`config.mk`:
```
export PLATFORM = sky130hd
export DESIGN_NAME = opcode_decoder
export DESIGN_NICKNAME = d
export VERILOG_FILES = /design/src/hdl/cond_eval.v /design/src/hdl/opcode_decoder.v
export VERILOG_INCLUDE_DIRS = /design/src /design/src/hdl
export SDC_FILE = /design/constraint.sdc
export NUM_CORES = 1
export LEC_CHECK = 0
export BUFFER_PORTS_ARGS = -buffer_cell sky130_fd_sc_hd__buf_4
export CORE_UTILIZATION = 40
export CTS_CLUSTER_SIZE = 10
export DETAILED_ROUTE_END_ITERATION = 7
export PLACE_DENSITY = 0.68
export SYNTH_ARGS = -nofsm -noshare
export SYNTH_HDL_FRONTEND = slang
export SYNTH_SLANG_ARGS = --single-unit
```
`constraint.sdc`:
```
create_clock -name clk_sys -period 4.35 [get_ports clk_sys]
set_input_delay 0.2175 -clock clk_sys [delete_from_list [all_inputs] [get_ports clk_sys]]
set_output_delay 0.2175 -clock clk_sys [all_outputs]
set_load 0.01 [all_outputs]
```
`src/hdl/opdec_regs.vh`:
```
`ifndef OPDEC_REGS_VH
`define OPDEC_REGS_VH

// Opcode values of the decoded groups
`define OP_BR_LE_S_B 8'h4f
`define OP_BR_GT_S_B 8'h47
`define OP_BR_GE_S_B 8'h43
`define OP_BR_LT_S_B 8'h4b
`define OP_BR_LT_U_B 8'h5b
`define OP_BR_LE_U_B 8'h5f
`define OP_BR_GT_U_B 8'h57
`define OP_BR_GE_U_B 8'h53
`define OP_BR_VC_B 8'h63
`define OP_BR_VS_B 8'h6b
`define OP_BR_EQ_B 8'h7f
`define OP_BR_EQ_DUP_B 8'h6f
`define OP_BR_NE_B 8'h77
`define OP_BR_NE_DUP_B 8'h67
`define OP_CX_GE_S 8'h40
`define OP_CX_GT_S 8'h44
`define OP_CX_LT_S 8'h48
`define OP_CX_LE_S 8'h4c
`define OP_CX_EQ_S 8'h7c
`define OP_CX_NE_S 8'h74
`define OP_CX_GE_U 8'h50
`define OP_CX_GT_U 8'h54
`define OP_CX_LE_U 8'h5c
`define OP_CX_EQ_U 8'h6c
`define OP_CX_NE_U 8'h64
`define OP_CX_VC 8'h60
`define OP_CX_VS 8'h68
`define OP_CX_CS 8'h58
`define OP_SUB_BR_B 8'h37
`define OP_SUB_BR_H 8'h36
`define OP_SUB_JMP 8'h34
`define OP_SUB_EXIT 8'h78
`define OP_REG_SAVE 8'h10
`define OP_REG_RESTORE 8'h18
`define OP_PROC_CALL 8'h2c
`define OP_PROC_EXIT 8'h08
`define OP_PUSH_EA 8'he0
`define OP_PUSH_WORD 8'ha0
`define OP_POP_WORD 8'h20
`define OP_NOP1 8'h70
`define OP_NOP2 8'h73
`define OP_NOP3 8'h72
`define OP_CP_OP 8'h32
`define OP_CP_RD_S 8'h22
`define OP_CP_RD_D 8'h02
`define OP_CP_RD_T 8'h06
`define OP_CP_2A_S 8'h23
`define OP_CP_2A_D 8'h03
`define OP_CP_2A_T 8'h07
`define OP_CP_WR_S 8'h33
`define OP_CP_WR_D 8'h13
`define OP_CP_WR_T 8'h17
`define OP_MOVE_XLATED 8'h0c
`define OP_WAIT_INT 8'h2f
`define OP_OS_PREFIX 8'h30
`define OP2_GATE 8'h61
`define OP2_GATE_EXIT 8'h45
`define OP2_VPIN_ON 8'h0d
`define OP2_VPIN_OFF 8'h13
`define OP2_INT_ACK 8'h2f
`define OP2_PROC_INVOKE 8'hac
`define OP2_PROC_RESUME 8'hc8

// Condition flag field of the status word
`define FLAG_LSB 18
`define FLAG_MSB 21

// Cycle budgets
`define CYC_BR_NT_MIN 9'd5
`define CYC_BR_NT_MAX 9'd10
`define CYC_BR_B_MIN 9'd7
`define CYC_BR_B_MAX 9'd14
`define CYC_BR_H_MIN 9'd7
`define CYC_BR_H_MAX 9'd12
`define CYC_CX_NT_MIN 9'd4
`define CYC_CX_NT_MAX 9'd5
`define CYC_CX_T_MIN 9'd13
`define CYC_CX_T_MAX 9'd14
`define CYC_SAVE_BASE 9'd11
`define CYC_RESTORE_BASE 9'd12
`define CYC_INVOKE_MIN 9'd224
`define CYC_INVOKE_MAX 9'd226
`define CYC_INVOKE_R_MIN 9'd302
`define CYC_INVOKE_R_MAX 9'd304
`define CYC_RESUME_MIN 9'd189
`define CYC_RESUME_MAX 9'd191
`define CYC_RESUME_R_MIN 9'd277
`define CYC_RESUME_R_MAX 9'd279

// Instruction classes
`define CLS_NONE 4'h0
`define CLS_BRANCH 4'h1
`define CLS_COND_RET 4'h2
`define CLS_SUBR 4'h3
`define CLS_PROC 4'h4
`define CLS_STACK 4'h5
`define CLS_NOP 4'h6
`define CLS_COPROC 4'h7
`define CLS_OS 4'h8
`define CLS_PRIV_FAULT 4'h9

`endif

```
`src/hdl/cond_eval.v`:
```
`timescale 1ns/1ns
`default_nettype none
`include "opdec_regs.vh"

// Flag test shared by branches and conditional returns.
// Code: 0 ge_s 1 gt_s 2 lt_s 3 le_s 4 eq 5 ne 6 ge_u 7 gt_u
//       8 lt_u 9 le_u 10 vc 11 vs 12 always
module cond_eval
(
    input wire [3:0] code,
    input wire [3:0] flags,
    output reg holds
);
    wire n = flags[3];
    wire z = flags[2];
    wire c = flags[1];
    wire v = flags[0];

    always @*
    begin
        case (code)
            4'h0: holds = (n == v) || z;
            4'h1: holds = (n == v) && !z;
            4'h2: holds = (n != v) && !z;
            4'h3: holds = (n != v) || z;
            4'h4: holds = z;
            4'h5: holds = !z;
            4'h6: holds = !c;
            4'h7: holds = !c && !z;
            4'h8: holds = c;
            4'h9: holds = c || z;
            4'ha: holds = !v;
            4'hb: holds = v;
            4'hc: holds = 1'b1;
            default: holds = 1'b0;
        endcase
    end
endmodule // cond_eval

`default_nettype wire

```
`src/hdl/opcode_decoder.v`:
```
`timescale 1ns/1ns
`default_nettype none
`include "opdec_regs.vh"

module opcode_decoder
(
    input wire clk_sys,
    input wire rst,
    input wire op_valid,
    input wire [7:0] op_byte,
    input wire kernel_level,
    input wire [31:0] processor_status_word,
    input wire reload_flag,
    input wire [3:0] reg_count,
    output reg dec_valid,
    output reg [3:0] dec_class,
    output reg [7:0] dec_opcode,
    output reg [7:0] dec_ext,
    output reg [3:0] dec_length,
    output reg [3:0] dec_length_max,
    output reg [8:0] cyc_min,
    output reg [8:0] cyc_max,
    output reg xfer_taken,
    output reg coproc_req,
    output reg [1:0] coproc_words,
    output reg priv_fault,
    output reg flags_keep,
    output reg [3:0] flags_out
);
    localparam ST_FIRST = 1'b0;
    localparam ST_SECOND = 1'b1;

    reg state;
    reg [7:0] prefix;
    reg [3:0] cond_code;
    wire cond_holds;

    reg next_valid;
    reg [3:0] next_class;
    reg [7:0] next_ext;
    reg [3:0] next_len;
    reg [3:0] next_len_max;
    reg [8:0] next_cmin;
    reg [8:0] next_cmax;
    reg next_taken;
    reg next_cp;
    reg [1:0] next_cpw;
    reg next_fault;
    reg next_keep;
    reg next_state;
    reg is_branch;
    reg is_half;
    reg is_cx;

    cond_eval u_cond
    (
        .code(cond_code),
        .flags(processor_status_word[`FLAG_MSB:`FLAG_LSB]),
        .holds(cond_holds)
    );

    // Condition selector; aliased opcodes share one code, so one behaviour
    always @*
    begin
        is_branch = 1'b0;
        is_half = 1'b0;
        is_cx = 1'b0;
        cond_code = 4'hf;
        case (op_byte)
            `OP_BR_LE_S_B, `OP_BR_LE_S_B - 8'h01: cond_code = 4'h3;
            `OP_BR_GT_S_B, `OP_BR_GT_S_B - 8'h01: cond_code = 4'h1;
            `OP_BR_GE_S_B, `OP_BR_GE_S_B - 8'h01: cond_code = 4'h0;
            `OP_BR_LT_S_B, `OP_BR_LT_S_B - 8'h01: cond_code = 4'h2;
            `OP_BR_LT_U_B, `OP_BR_LT_U_B - 8'h01: cond_code = 4'h8;
            `OP_BR_LE_U_B, `OP_BR_LE_U_B - 8'h01: cond_code = 4'h9;
            `OP_BR_GT_U_B, `OP_BR_GT_U_B - 8'h01: cond_code = 4'h7;
            `OP_BR_GE_U_B, `OP_BR_GE_U_B - 8'h01: cond_code = 4'h6;
            `OP_BR_VC_B, `OP_BR_VC_B - 8'h01: cond_code = 4'ha;
            `OP_BR_VS_B, `OP_BR_VS_B - 8'h01: cond_code = 4'hb;
            `OP_BR_EQ_B, `OP_BR_EQ_B - 8'h01,
            `OP_BR_EQ_DUP_B, `OP_BR_EQ_DUP_B - 8'h01: cond_code = 4'h4;
            `OP_BR_NE_B, `OP_BR_NE_B - 8'h01,
            `OP_BR_NE_DUP_B, `OP_BR_NE_DUP_B - 8'h01: cond_code = 4'h5;
            `OP_SUB_BR_B, `OP_SUB_BR_H: cond_code = 4'hc;
            `OP_CX_GE_S: cond_code = 4'h0;
            `OP_CX_GT_S: cond_code = 4'h1;
            `OP_CX_LT_S: cond_code = 4'h2;
            `OP_CX_LE_S: cond_code = 4'h3;
            `OP_CX_EQ_S, `OP_CX_EQ_U: cond_code = 4'h4;
            `OP_CX_NE_S, `OP_CX_NE_U: cond_code = 4'h5;
            `OP_CX_GE_U: cond_code = 4'h6;
            `OP_CX_GT_U: cond_code = 4'h7;
            `OP_CX_LE_U: cond_code = 4'h9;
            `OP_CX_CS: cond_code = 4'h8;
            `OP_CX_VC: cond_code = 4'ha;
            `OP_CX_VS: cond_code = 4'hb;
            default: cond_code = 4'hf;
        endcase
        if (op_byte[7:4] >= 4'h4 && op_byte[7:4] <= 4'h7 && op_byte[1:0] != 2'b00
            && cond_code != 4'hf)
        begin
            is_branch = 1'b1;
            is_half = !op_byte[0];
        end
        if (op_byte == `OP_SUB_BR_B || op_byte == `OP_SUB_BR_H)
        begin
            is_branch = 1'b1;
            is_half = !op_byte[0];
        end
        if (op_byte[1:0] == 2'b00 && cond_code != 4'hf)
            is_cx = 1'b1;
    end

    always @*
    begin
        next_valid = 1'b0;
        next_class = `CLS_NONE;
        next_ext = 8'h00;
        next_len = 4'h1;
        next_len_max = 4'h1;
        next_cmin = 9'd0;
        next_cmax = 9'd0;
        next_taken = 1'b0;
        next_cp = 1'b0;
        next_cpw = 2'd0;
        next_fault = 1'b0;
        next_keep = 1'b1;
        next_state = state;
        if (op_valid)
        begin
            case (state)
                ST_FIRST:
                begin
                    next_valid = 1'b1;
                    if (is_branch)
                    begin
                        next_class = `CLS_BRANCH;
                        next_len = is_half ? 4'h3 : 4'h2;
                        next_len_max = next_len;
                        next_taken = cond_holds;
                        if (!cond_holds)
                        begin
                            next_cmin = `CYC_BR_NT_MIN;
                            next_cmax = `CYC_BR_NT_MAX;
                        end
                        else if (is_half)
                        begin
                            next_cmin = `CYC_BR_H_MIN;
                            next_cmax = `CYC_BR_H_MAX;
                        end
                        else
                        begin
                            next_cmin = `CYC_BR_B_MIN;
                            next_cmax = `CYC_BR_B_MAX;
                        end
                        if (op_byte == `OP_SUB_BR_B || op_byte == `OP_SUB_BR_H)
                            next_class = `CLS_SUBR;
                    end
                    else if (is_cx)
                    begin
                        next_class = `CLS_COND_RET;
                        next_taken = cond_holds;
                        next_cmin = cond_holds ? `CYC_CX_T_MIN : `CYC_CX_NT_MIN;
                        next_cmax = cond_holds ? `CYC_CX_T_MAX : `CYC_CX_NT_MAX;
                    end
                    else
                    begin
                        case (op_byte)
                            `OP_SUB_JMP:
                            begin
                                next_class = `CLS_SUBR;
                                next_len = 4'h2;
                                next_len_max = 4'h6;
                                next_taken = 1'b1;
                            end
                            `OP_SUB_EXIT:
                            begin
                                next_class = `CLS_SUBR;
                                next_taken = 1'b1;
                                next_cmin = `CYC_CX_T_MIN;
                                next_cmax = `CYC_CX_T_MAX;
                            end
                            `OP_REG_SAVE, `OP_REG_RESTORE:
                            begin
                                next_class = `CLS_PROC;
                                next_len = 4'h2;
                                next_len_max = 4'h2;
                                // Two cycles more per register moved
                                next_cmin = (op_byte == `OP_REG_SAVE ? `CYC_SAVE_BASE
                                    : `CYC_RESTORE_BASE) + {4'h0, reg_count, 1'b0};
                                next_cmax = next_cmin + 9'd1;
                            end
                            `OP_PROC_CALL, `OP_PROC_EXIT:
                            begin
                                next_class = `CLS_PROC;
                                next_taken = 1'b1;
                                next_len = op_byte[2] ? 4'h7 : 4'h1;
                                next_len_max = next_len;
                            end
                            `OP_PUSH_EA, `OP_PUSH_WORD, `OP_POP_WORD:
                            begin
                                next_class = `CLS_STACK;
                                next_len = 4'h2;
                                next_len_max = 4'h6;
                            end
                            `OP_NOP1, `OP_NOP2, `OP_NOP3:
                            begin
                                next_class = `CLS_NOP;
                                next_len = (op_byte == `OP_NOP1) ? 4'h1
                                    : (op_byte == `OP_NOP2 ? 4'h2 : 4'h3);
                                next_len_max = next_len;
                            end
                            `OP_CP_OP:
                            begin
                                next_class = `CLS_COPROC;
                                next_cp = 1'b1;
                                next_len = 4'h5;
                                next_len_max = 4'h5;
                            end
                            `OP_CP_RD_S, `OP_CP_RD_D, `OP_CP_RD_T,
                            `OP_CP_WR_S, `OP_CP_WR_D, `OP_CP_WR_T:
                            begin
                                next_class = `CLS_COPROC;
                                next_cp = 1'b1;
                                next_keep = 1'b0;
                                next_len = 4'h6;
                                next_len_max = 4'ha;
                                next_cpw = (op_byte[2] ? 2'd3 : (op_byte[5] ? 2'd1 : 2'd2));
                            end
                            `OP_CP_2A_S, `OP_CP_2A_D, `OP_CP_2A_T:
                            begin
                                next_class = `CLS_COPROC;
                                next_cp = 1'b1;
                                next_keep = 1'b0;
                                next_len = 4'h7;
                                next_len_max = 4'hf;
                                next_cpw = (op_byte[2] ? 2'd3 : (op_byte[5] ? 2'd1 : 2'd2));
                            end
                            `OP_MOVE_XLATED:
                            begin
                                next_class = `CLS_OS;
                                next_keep = 1'b0;
                                next_len = 4'h9;
                                next_len_max = 4'h9;
                            end
                            `OP_WAIT_INT:
                            begin
                                next_class = kernel_level ? `CLS_OS : `CLS_PRIV_FAULT;
                                next_fault = !kernel_level;
                            end
                            `OP_OS_PREFIX:
                            begin
                                // Result waits for the second opcode byte
                                next_valid = 1'b0;
                                next_state = ST_SECOND;
                            end
                            default:
                                next_class = `CLS_NONE;
                        endcase
                    end
                end
                ST_SECOND:
                begin
                    next_valid = 1'b1;
                    next_state = ST_FIRST;
                    next_ext = op_byte;
                    next_len = 4'h2;
                    next_len_max = 4'h2;
                    next_class = `CLS_OS;
                    case (op_byte)
                        `OP2_GATE, `OP2_GATE_EXIT:
                        begin
                            next_keep = 1'b0;
                            next_taken = 1'b1;
                        end
                        `OP2_VPIN_ON, `OP2_VPIN_OFF, `OP2_INT_ACK:
                        begin
                            next_fault = !kernel_level;
                            next_taken = kernel_level && (op_byte != `OP2_INT_ACK);
                        end
                        `OP2_PROC_INVOKE:
                        begin
                            next_fault = !kernel_level;
                            next_keep = 1'b0;
                            next_taken = kernel_level;
                            next_cmin = reload_flag ? `CYC_INVOKE_R_MIN : `CYC_INVOKE_MIN;
                            next_cmax = reload_flag ? `CYC_INVOKE_R_MAX : `CYC_INVOKE_MAX;
                        end
                        `OP2_PROC_RESUME:
                        begin
                            next_fault = !kernel_level;
                            next_keep = 1'b0;
                            next_taken = kernel_level;
                            next_cmin = reload_flag ? `CYC_RESUME_R_MIN : `CYC_RESUME_MIN;
                            next_cmax = reload_flag ? `CYC_RESUME_R_MAX : `CYC_RESUME_MAX;
                        end
                        default:
                            next_class = `CLS_NONE;
                    endcase
                    if (next_fault)
                    begin
                        next_class = `CLS_PRIV_FAULT;
                        next_keep = 1'b1;
                        next_cmin = 9'd0;
                        next_cmax = 9'd0;
                    end
                end
                default:
                    next_state = ST_FIRST;
            endcase
        end
    end

    always @(posedge clk_sys or posedge rst)
    begin
        if (rst)
        begin
            state <= ST_FIRST;
            prefix <= 8'h00;
            dec_valid <= 1'b0;
            dec_class <= `CLS_NONE;
            dec_opcode <= 8'h00;
            dec_ext <= 8'h00;
            dec_length <= 4'h0;
            dec_length_max <= 4'h0;
            cyc_min <= 9'd0;
            cyc_max <= 9'd0;
            xfer_taken <= 1'b0;
            coproc_req <= 1'b0;
            coproc_words <= 2'd0;
            priv_fault <= 1'b0;
            flags_keep <= 1'b1;
            flags_out <= 4'h0;
        end
        else
        begin
            state <= next_state;
            if (op_valid && state == ST_FIRST)
                prefix <= op_byte;
            dec_valid <= next_valid;
            dec_class <= next_class;
            dec_opcode <= (state == ST_SECOND) ? prefix : op_byte;
            dec_ext <= next_ext;
            dec_length <= next_len;
            dec_length_max <= next_len_max;
            cyc_min <= next_cmin;
            cyc_max <= next_cmax;
            xfer_taken <= next_taken;
            coproc_req <= next_cp;
            coproc_words <= next_cpw;
            priv_fault <= next_fault;
            flags_keep <= next_keep;
            flags_out <= processor_status_word[`FLAG_MSB:`FLAG_LSB];
        end
    end
endmodule // opcode_decoder

`default_nettype wire

```
# Yosys cells after proc, flatten, opt, wreduce, memory -nomap -nowiden

Memory sizes are Yosys's and may differ from the RTL's.
Index checks and enable logic that the tools add are counted.

Bits in registers: 66
Bits in latches: 0
Memory bits (writable): 0
ROM bits: 512
Input port bits: 49
Output and inout port bits: 57
Logic and storage cells: 210
Memories: 1

Memory list:

| memory           | depth | bits a word | read ports | clocked after memory_dff | wr ports | line                | RTL |
|---|---|---|---|---|---|---|---|
| (name not given) | 128   | 4           | 1          | 0                        | 0        | opcode_decoder.v:69 | `case (op_byte)` |

Add/subtract/negate cells: 2
Multiply operators: 0
Divide/modulo/power cells: 0
Magnitude comparators: 2
Equality and inequality tests: 48
Shifts and indexed selects: 0
Mux-type cells: 99
Bitwise operators: 1
Reduce and logical (&&, ||, !) cells: 41

Operator list:

| cell               | count |
|---|---|
| $mux 9             | 10 |
| $eq 8x6->1 const B | 11 |
| $pmux 9 s2         | 4 |
| $mux 4             | 14 |
| $pmux 4 s7         | 2 |
| $eq 8x7->1 const B | 6 |
| $mux 1             | 37 |
| $eq 8x5->1 const B | 4 |
| $eq 8x8->1 const B | 4 |
| $pmux 4 s8         | 1 |
| $eq 8x4->1 const B | 3 |
| $mux 8             | 3 |
| $pmux 4 s2         | 3 |
| $mux 2             | 11 |
| $eq 4x4->1 const B | 5 |
| $reduce_or 10->1   | 2 |
| $eq 4x3->1 const B | 4 |
| $eq 8x2->1 const B | 2 |
| $eq 8x3->1 const B | 2 |
| $reduce_or 4->1    | 4 |
| $pmux 7 s2         | 1 |
| $pmux 1 s13        | 1 |
| $pmux 6 s2         | 1 |
| $reduce_or 3->1    | 4 |
| other kinds (27)   | 54 |

# Longest topological paths before layout

Word-level depth: 11
Depth in mapped cells: 16
Mapped depth without buffers: 13

# By module

Synthesis repeated with hierarchy kept, for this count alone.

Cells, all modules: 379
Area, all modules: 3,532.1 um^2

Modules (own cells, without submodules):

| module         | instances | cells an instance | area each (um^2) | seq. area each (um^2) |
|---|---|---|---|---|
| opcode_decoder | 1         | 359               | 3,408.3          | 1,602.8 |
| cond_eval      | 1         | 20                | 123.9            | 0.0 |

# Worst setup path after synthesis

Ideal clock, no wire load.

Path type: input-to-reg
Start point: input port op_byte[5]
End point: register cyc_max[4]
Library setup time: 126 ps
Data arrival time: 2,668 ps
Required time: 4,224 ps
Path slack: 1,556 ps
Cell stages on the path: 16
Buffers on the path: 3
Path through: buf_2 > buf_2 > nor3_1 > and3_1 > clkbuf_1 > nand2b_1 > inv_1 > ha_1 > inv_1 > fa_1 > xnor2_1 > nor2_1 > nand2_1 > xnor2_1 > a21oi_1 > nor2_1

Longest elaborated chain between the ends: 9
Elaborated cells on any way between the ends: 38
Those cells by class: add/sub: 2; order compare: 2; eq/ne: 11; mux: 15; reduce/logical: 7; memory: 1

RTL lines:

| what                                           | line                                       | RTL |
|---|---|---|
| from (decl)                                    | opcode_decoder.v:10                        | `input wire [7:0] op_byte,` |
| $eq 8x5->1, or another cell as far along       | opcode_decoder.v:168                       | `case (op_byte)` |
| $mux 3 (no line), or another cell as far along | --                                         |  |
| $add 4x5->6, or another cell as far along      | opcode_decoder.v:189                       | `` next_cmin = (op_byte == `OP_REG_SAVE ? `CYC_SAVE_BASE `` |
| $add 6x1->7, or another cell as far along      | opcode_decoder.v:191                       | `next_cmax = next_cmin + 9'd1;` |
| $pmux 7 s2, or another cell as far along       | opcode_decoder.v:168                       |  |
| $mux 7 / $mux 1 (equally long branches)        | opcode_decoder.v:159, opcode_decoder.v:105 |  |
| $mux 9                                         | opcode_decoder.v:135                       | `if (is_branch)` |
| $pmux 9 s2 (*)                                 | opcode_decoder.v:131                       | `case (state)` |
| $mux 9 (*)                                     | opcode_decoder.v:129                       | `if (op_valid)` |
| via next_cmax[4]                               | opcode_decoder.v:44                        | `reg [8:0] next_cmax;` |
| to (signal assigned)                           | opcode_decoder.v:347                       | `cyc_max <= next_cmax;` |
| to (decl)                                      | opcode_decoder.v:22                        | `output reg [8:0] cyc_max,` |

The timed path passes the listed nets; every way through them passes the cells marked *. The select of a mux whose other input is x is not followed.
A chain may end at the register's enable or synchronous reset.

# Final worst setup path

Start point: input port op_byte[0]
End point: register cyc_max[4]

Longest elaborated chain between the ends: 9
Elaborated cells on any way between the ends: 37
Those cells by class: add/sub: 2; eq/ne: 11; mux: 15; reduce/logical: 8; memory: 1

RTL lines:

| what                                               | line |
|---|---|
| $eq 8x5->1 / $mem_v2 128x4 (equally long branches) | -- |
| $mux 3 (no line) / $mux 4 (equally long branches)  | -- |
| $add 4x5->6 / $ne 4x4->1 (equally long branches)   | opcode_decoder.v:189, opcode_decoder.v:100, opcode_decoder.v:110 |
| $add 6x1->7, or another cell as far along          | opcode_decoder.v:191 |
| $pmux 7 s2, or another cell as far along           | opcode_decoder.v:168 |
| $mux 7 / $mux 1 (equally long branches)            | opcode_decoder.v:159, opcode_decoder.v:105 |
| $mux 9                                             | opcode_decoder.v:135 |
| $pmux 9 s2 (*)                                     | opcode_decoder.v:131 |
| $mux 9 (*)                                         | opcode_decoder.v:129 |
| via next_cmax[4]                                   | opcode_decoder.v:44 |

Marked as above.

==> out/metrics.cfg <==
[placement]
dpl.cell_count=518
dp_hpwl_mm=6.16
io_buffers=77
place_area_um2=4040
gp_congestion=1.01

[worst_setup_path]
setup.worst_path.start_class=input port
crit_path_start=op_byte[0]
path_class=in -> reg
cp-end-kind=flop
cp_data_arrival_time_ps=2940
crit_path_end=cyc_max[4]
regToRegSetupSlack_ps=2510
r2r-end=prefix[7]
r2r-start=state
reg2reg_depth=4
worst_ep_required_time_ps=4570
crit_fanout=14

[global_route]
grt_overflow=0
grt_pass1_vias=2717
grt_max_degree=65
grt_usage=0.205
grt_pass1_wl_mm=13.9
antenna_found_initial=0

[finish]
diodes=0
final_cell_area_um2=4210
syn2layout_area_growth_pct=22.4
finalNetCount=478
final_cells=534
drive_gt1_frac=0.284

[synthesis]
synthArstFlopShare=1.00
yosysMostFrequentCell=dfrtp_1
ys_seq_area_frac=0.466
yosys.area_share.adder=0.0167
synth_simple_gate_area_frac=0.223
synth.area.top_cells=dfrtp_1 46%, mux2_2 5.6%, nor2_1 3.6%, nand2_1 3.2%, a21oi_1 3.1%
yosys.area.top_type=dfrtp_1
synth.cell_area_um2=3440
synth_warnings=0
yosys.area_share.xor_xnor=0.0229
synth_top_area_frac=0.459
synth_flop_cell=dfrtp_1
syn-num-nets=412
synth_compound_area_frac=0.169
synth_top_family_by_area=simple AND/OR/NAND/NOR gates
syn_inst=359
synth_common_cells=63 x dfrtp_1, 33 x nor2_1, 29 x nand2_1, 21 x a21oi_1, 17 x mux2_2
ys_types=60
synth_edf_count=0
synth.ff_latch_count=64
avgSynthCellArea_um2=9.57
synth.area.mux_share=0.0557

[drt]
detail-route-antenna-nets=0
routed_wl_mm=8.63
route.detailed.drc=0
initialDrtViolationCount=329
post_drt_via_cell_ratio=5.70
drtPass1Iterations=5
post_drt_wl_per_cell_um=16.2
vias=3044

[sta]
hold_ws_ps=14.2
fin_crit_ps=2720
min_period_over_period=0.624
slew_viol_final=0
finClkSkew_ps=5.87
timing.fmax_ghz=0.368
final.setup.tns_ps=0
setup_viol=0
worst_pin_slew_ps=763
hold_viol=0
relSlewSlack=0.492
grt_setup_unrepaired=no

[clocking]
clkLatencyLatePin_ps=340
cts_resized=0
htree_levels=3
clockBufferDepth=2
clock_sink_count=64
clk_pin_slew_ps=60
cts_tree=done
cts_buffers=9
cts-root-buf=clkbuf_8

[power]
clkPwrFrac=0.337
netSwitchingPower_uw=334
combPwrFrac=0.154
swShare=0.273
pwr-share-seq=0.508
p_per_area_nw_per_um2=291
p_int_uw=891
fin_total_pwr_mw=1.22
ir_drop_uv=114
cellLeakagePower_nw=1.90

[floorplan]
row_count=33
io_pins=106
fp.dieW_um=94.7
start_util=0.416
core_um2=8260
dieArea_um2=8970
die_h_um=94.7

[flow_run]
max_cap_violations=0

[min_path]
hp-class=in -> reg
min_from=processor_status_word[18]

[outcome]
outcome=completed

-- kinds of logic after synthesis --
| family | after synthesis |
|---|---|
| xor gates and xnor gates | 9 |
| adders and majority gates | 4 |
| muxes | 17 |
| AOI/OAI and AO/OA | 80 |
| buffers and inverters | 36 |
| and+or+nand+nor | 149 |
| DFF | 64 |
-- routing by layer --
metal	part of all wire	track usage
met1	0.44	0.295
met2	0.46	0.298
met3	0.077	0.0403
met4	0.025	0.0859
met5	0	0
-- worst min-delay path by stage --
stage / to / depth (start not counted)
5_1_grt: flags_out[0] / 1
4_1_cts: flags_out[0] / 1
3_3_place_gp: flags_out[3] / 1
6_report: flags_out[0] / 1
2_1_floorplan: flags_out[0] / 0
3_5_place_dp: flags_out[3] / 1
-- worst max-delay path: stages --
cell	delay (ps)
buf_4	170
nor2_1	360
and3_1	460
nand2b_1	180
inv_1	170
ha_1	200
inv_1	60
fa_1	400
xnor2_1	170
nor2_1	130
nand2_1	80
xnor2_1	120
a21oi_1	160
nor2_1	50
-- cells in the final DEF, fill, tap and decap left out, drive strengths merged, types with 4 or more instances in the layout --
cell     n
buf     79
dfrtp   63
nor2    33
nand2   29
a21oi   21
mux2    17
nor3    16
nand3   14
o21ai   13
and3    12
nand2b  11
inv     11
clkbuf  11
nor2b   10
xnor2    7
a31oi    7
nand4    5
a211oi   5
o22ai    4
-- what timing repair did --
| item | CTS | global route |
|---|---|---|
| hold endpoints to repair | 1 | 0 |
| hold buffers | 1 | 0 |
| setup buffers | 0 | 0 |
-- sequential cells by signal (all words and copies together), names as in the netlist, 2 cells and up --
name	flops
coproc_words	2
dec_length	4
dec_class	4
cyc_min	7
cyc_max	9
dec_length_max	4
dec_opcode	8
flags_out	4
dec_ext	8
prefix	8
-- power by group through the flow --
stage               registers (mW)  clock network (mW)  logic (mW)
finish                       0.622               0.413       0.189
global route                 0.624               0.451       0.207
CTS                          0.623               0.424       0.188
detailed placement           0.634                   0       0.187
global placement             0.633                   0       0.185
floorplan                    0.639                   0       0.113
-- stage by stage --
step	worst slack [ps]	util
6_report	1630	0.510
5_1_grt	1470	0.510
4_1_cts	1700	0.510
3_5_place_dp	1350	0.490
3_3_place_gp	1390	0.490
2_1_floorplan	1560	-
-- cell type report --
type	count	area, um^2
clock inverter	4	22.5
multi-input combinational	259	1680
clock buffer	11	131
inverter	11	41.3
sequential	64	1600
timing repair buffer	80	603
tap	105	131
fill	778	4050
(Power assumes the default switching activity.)
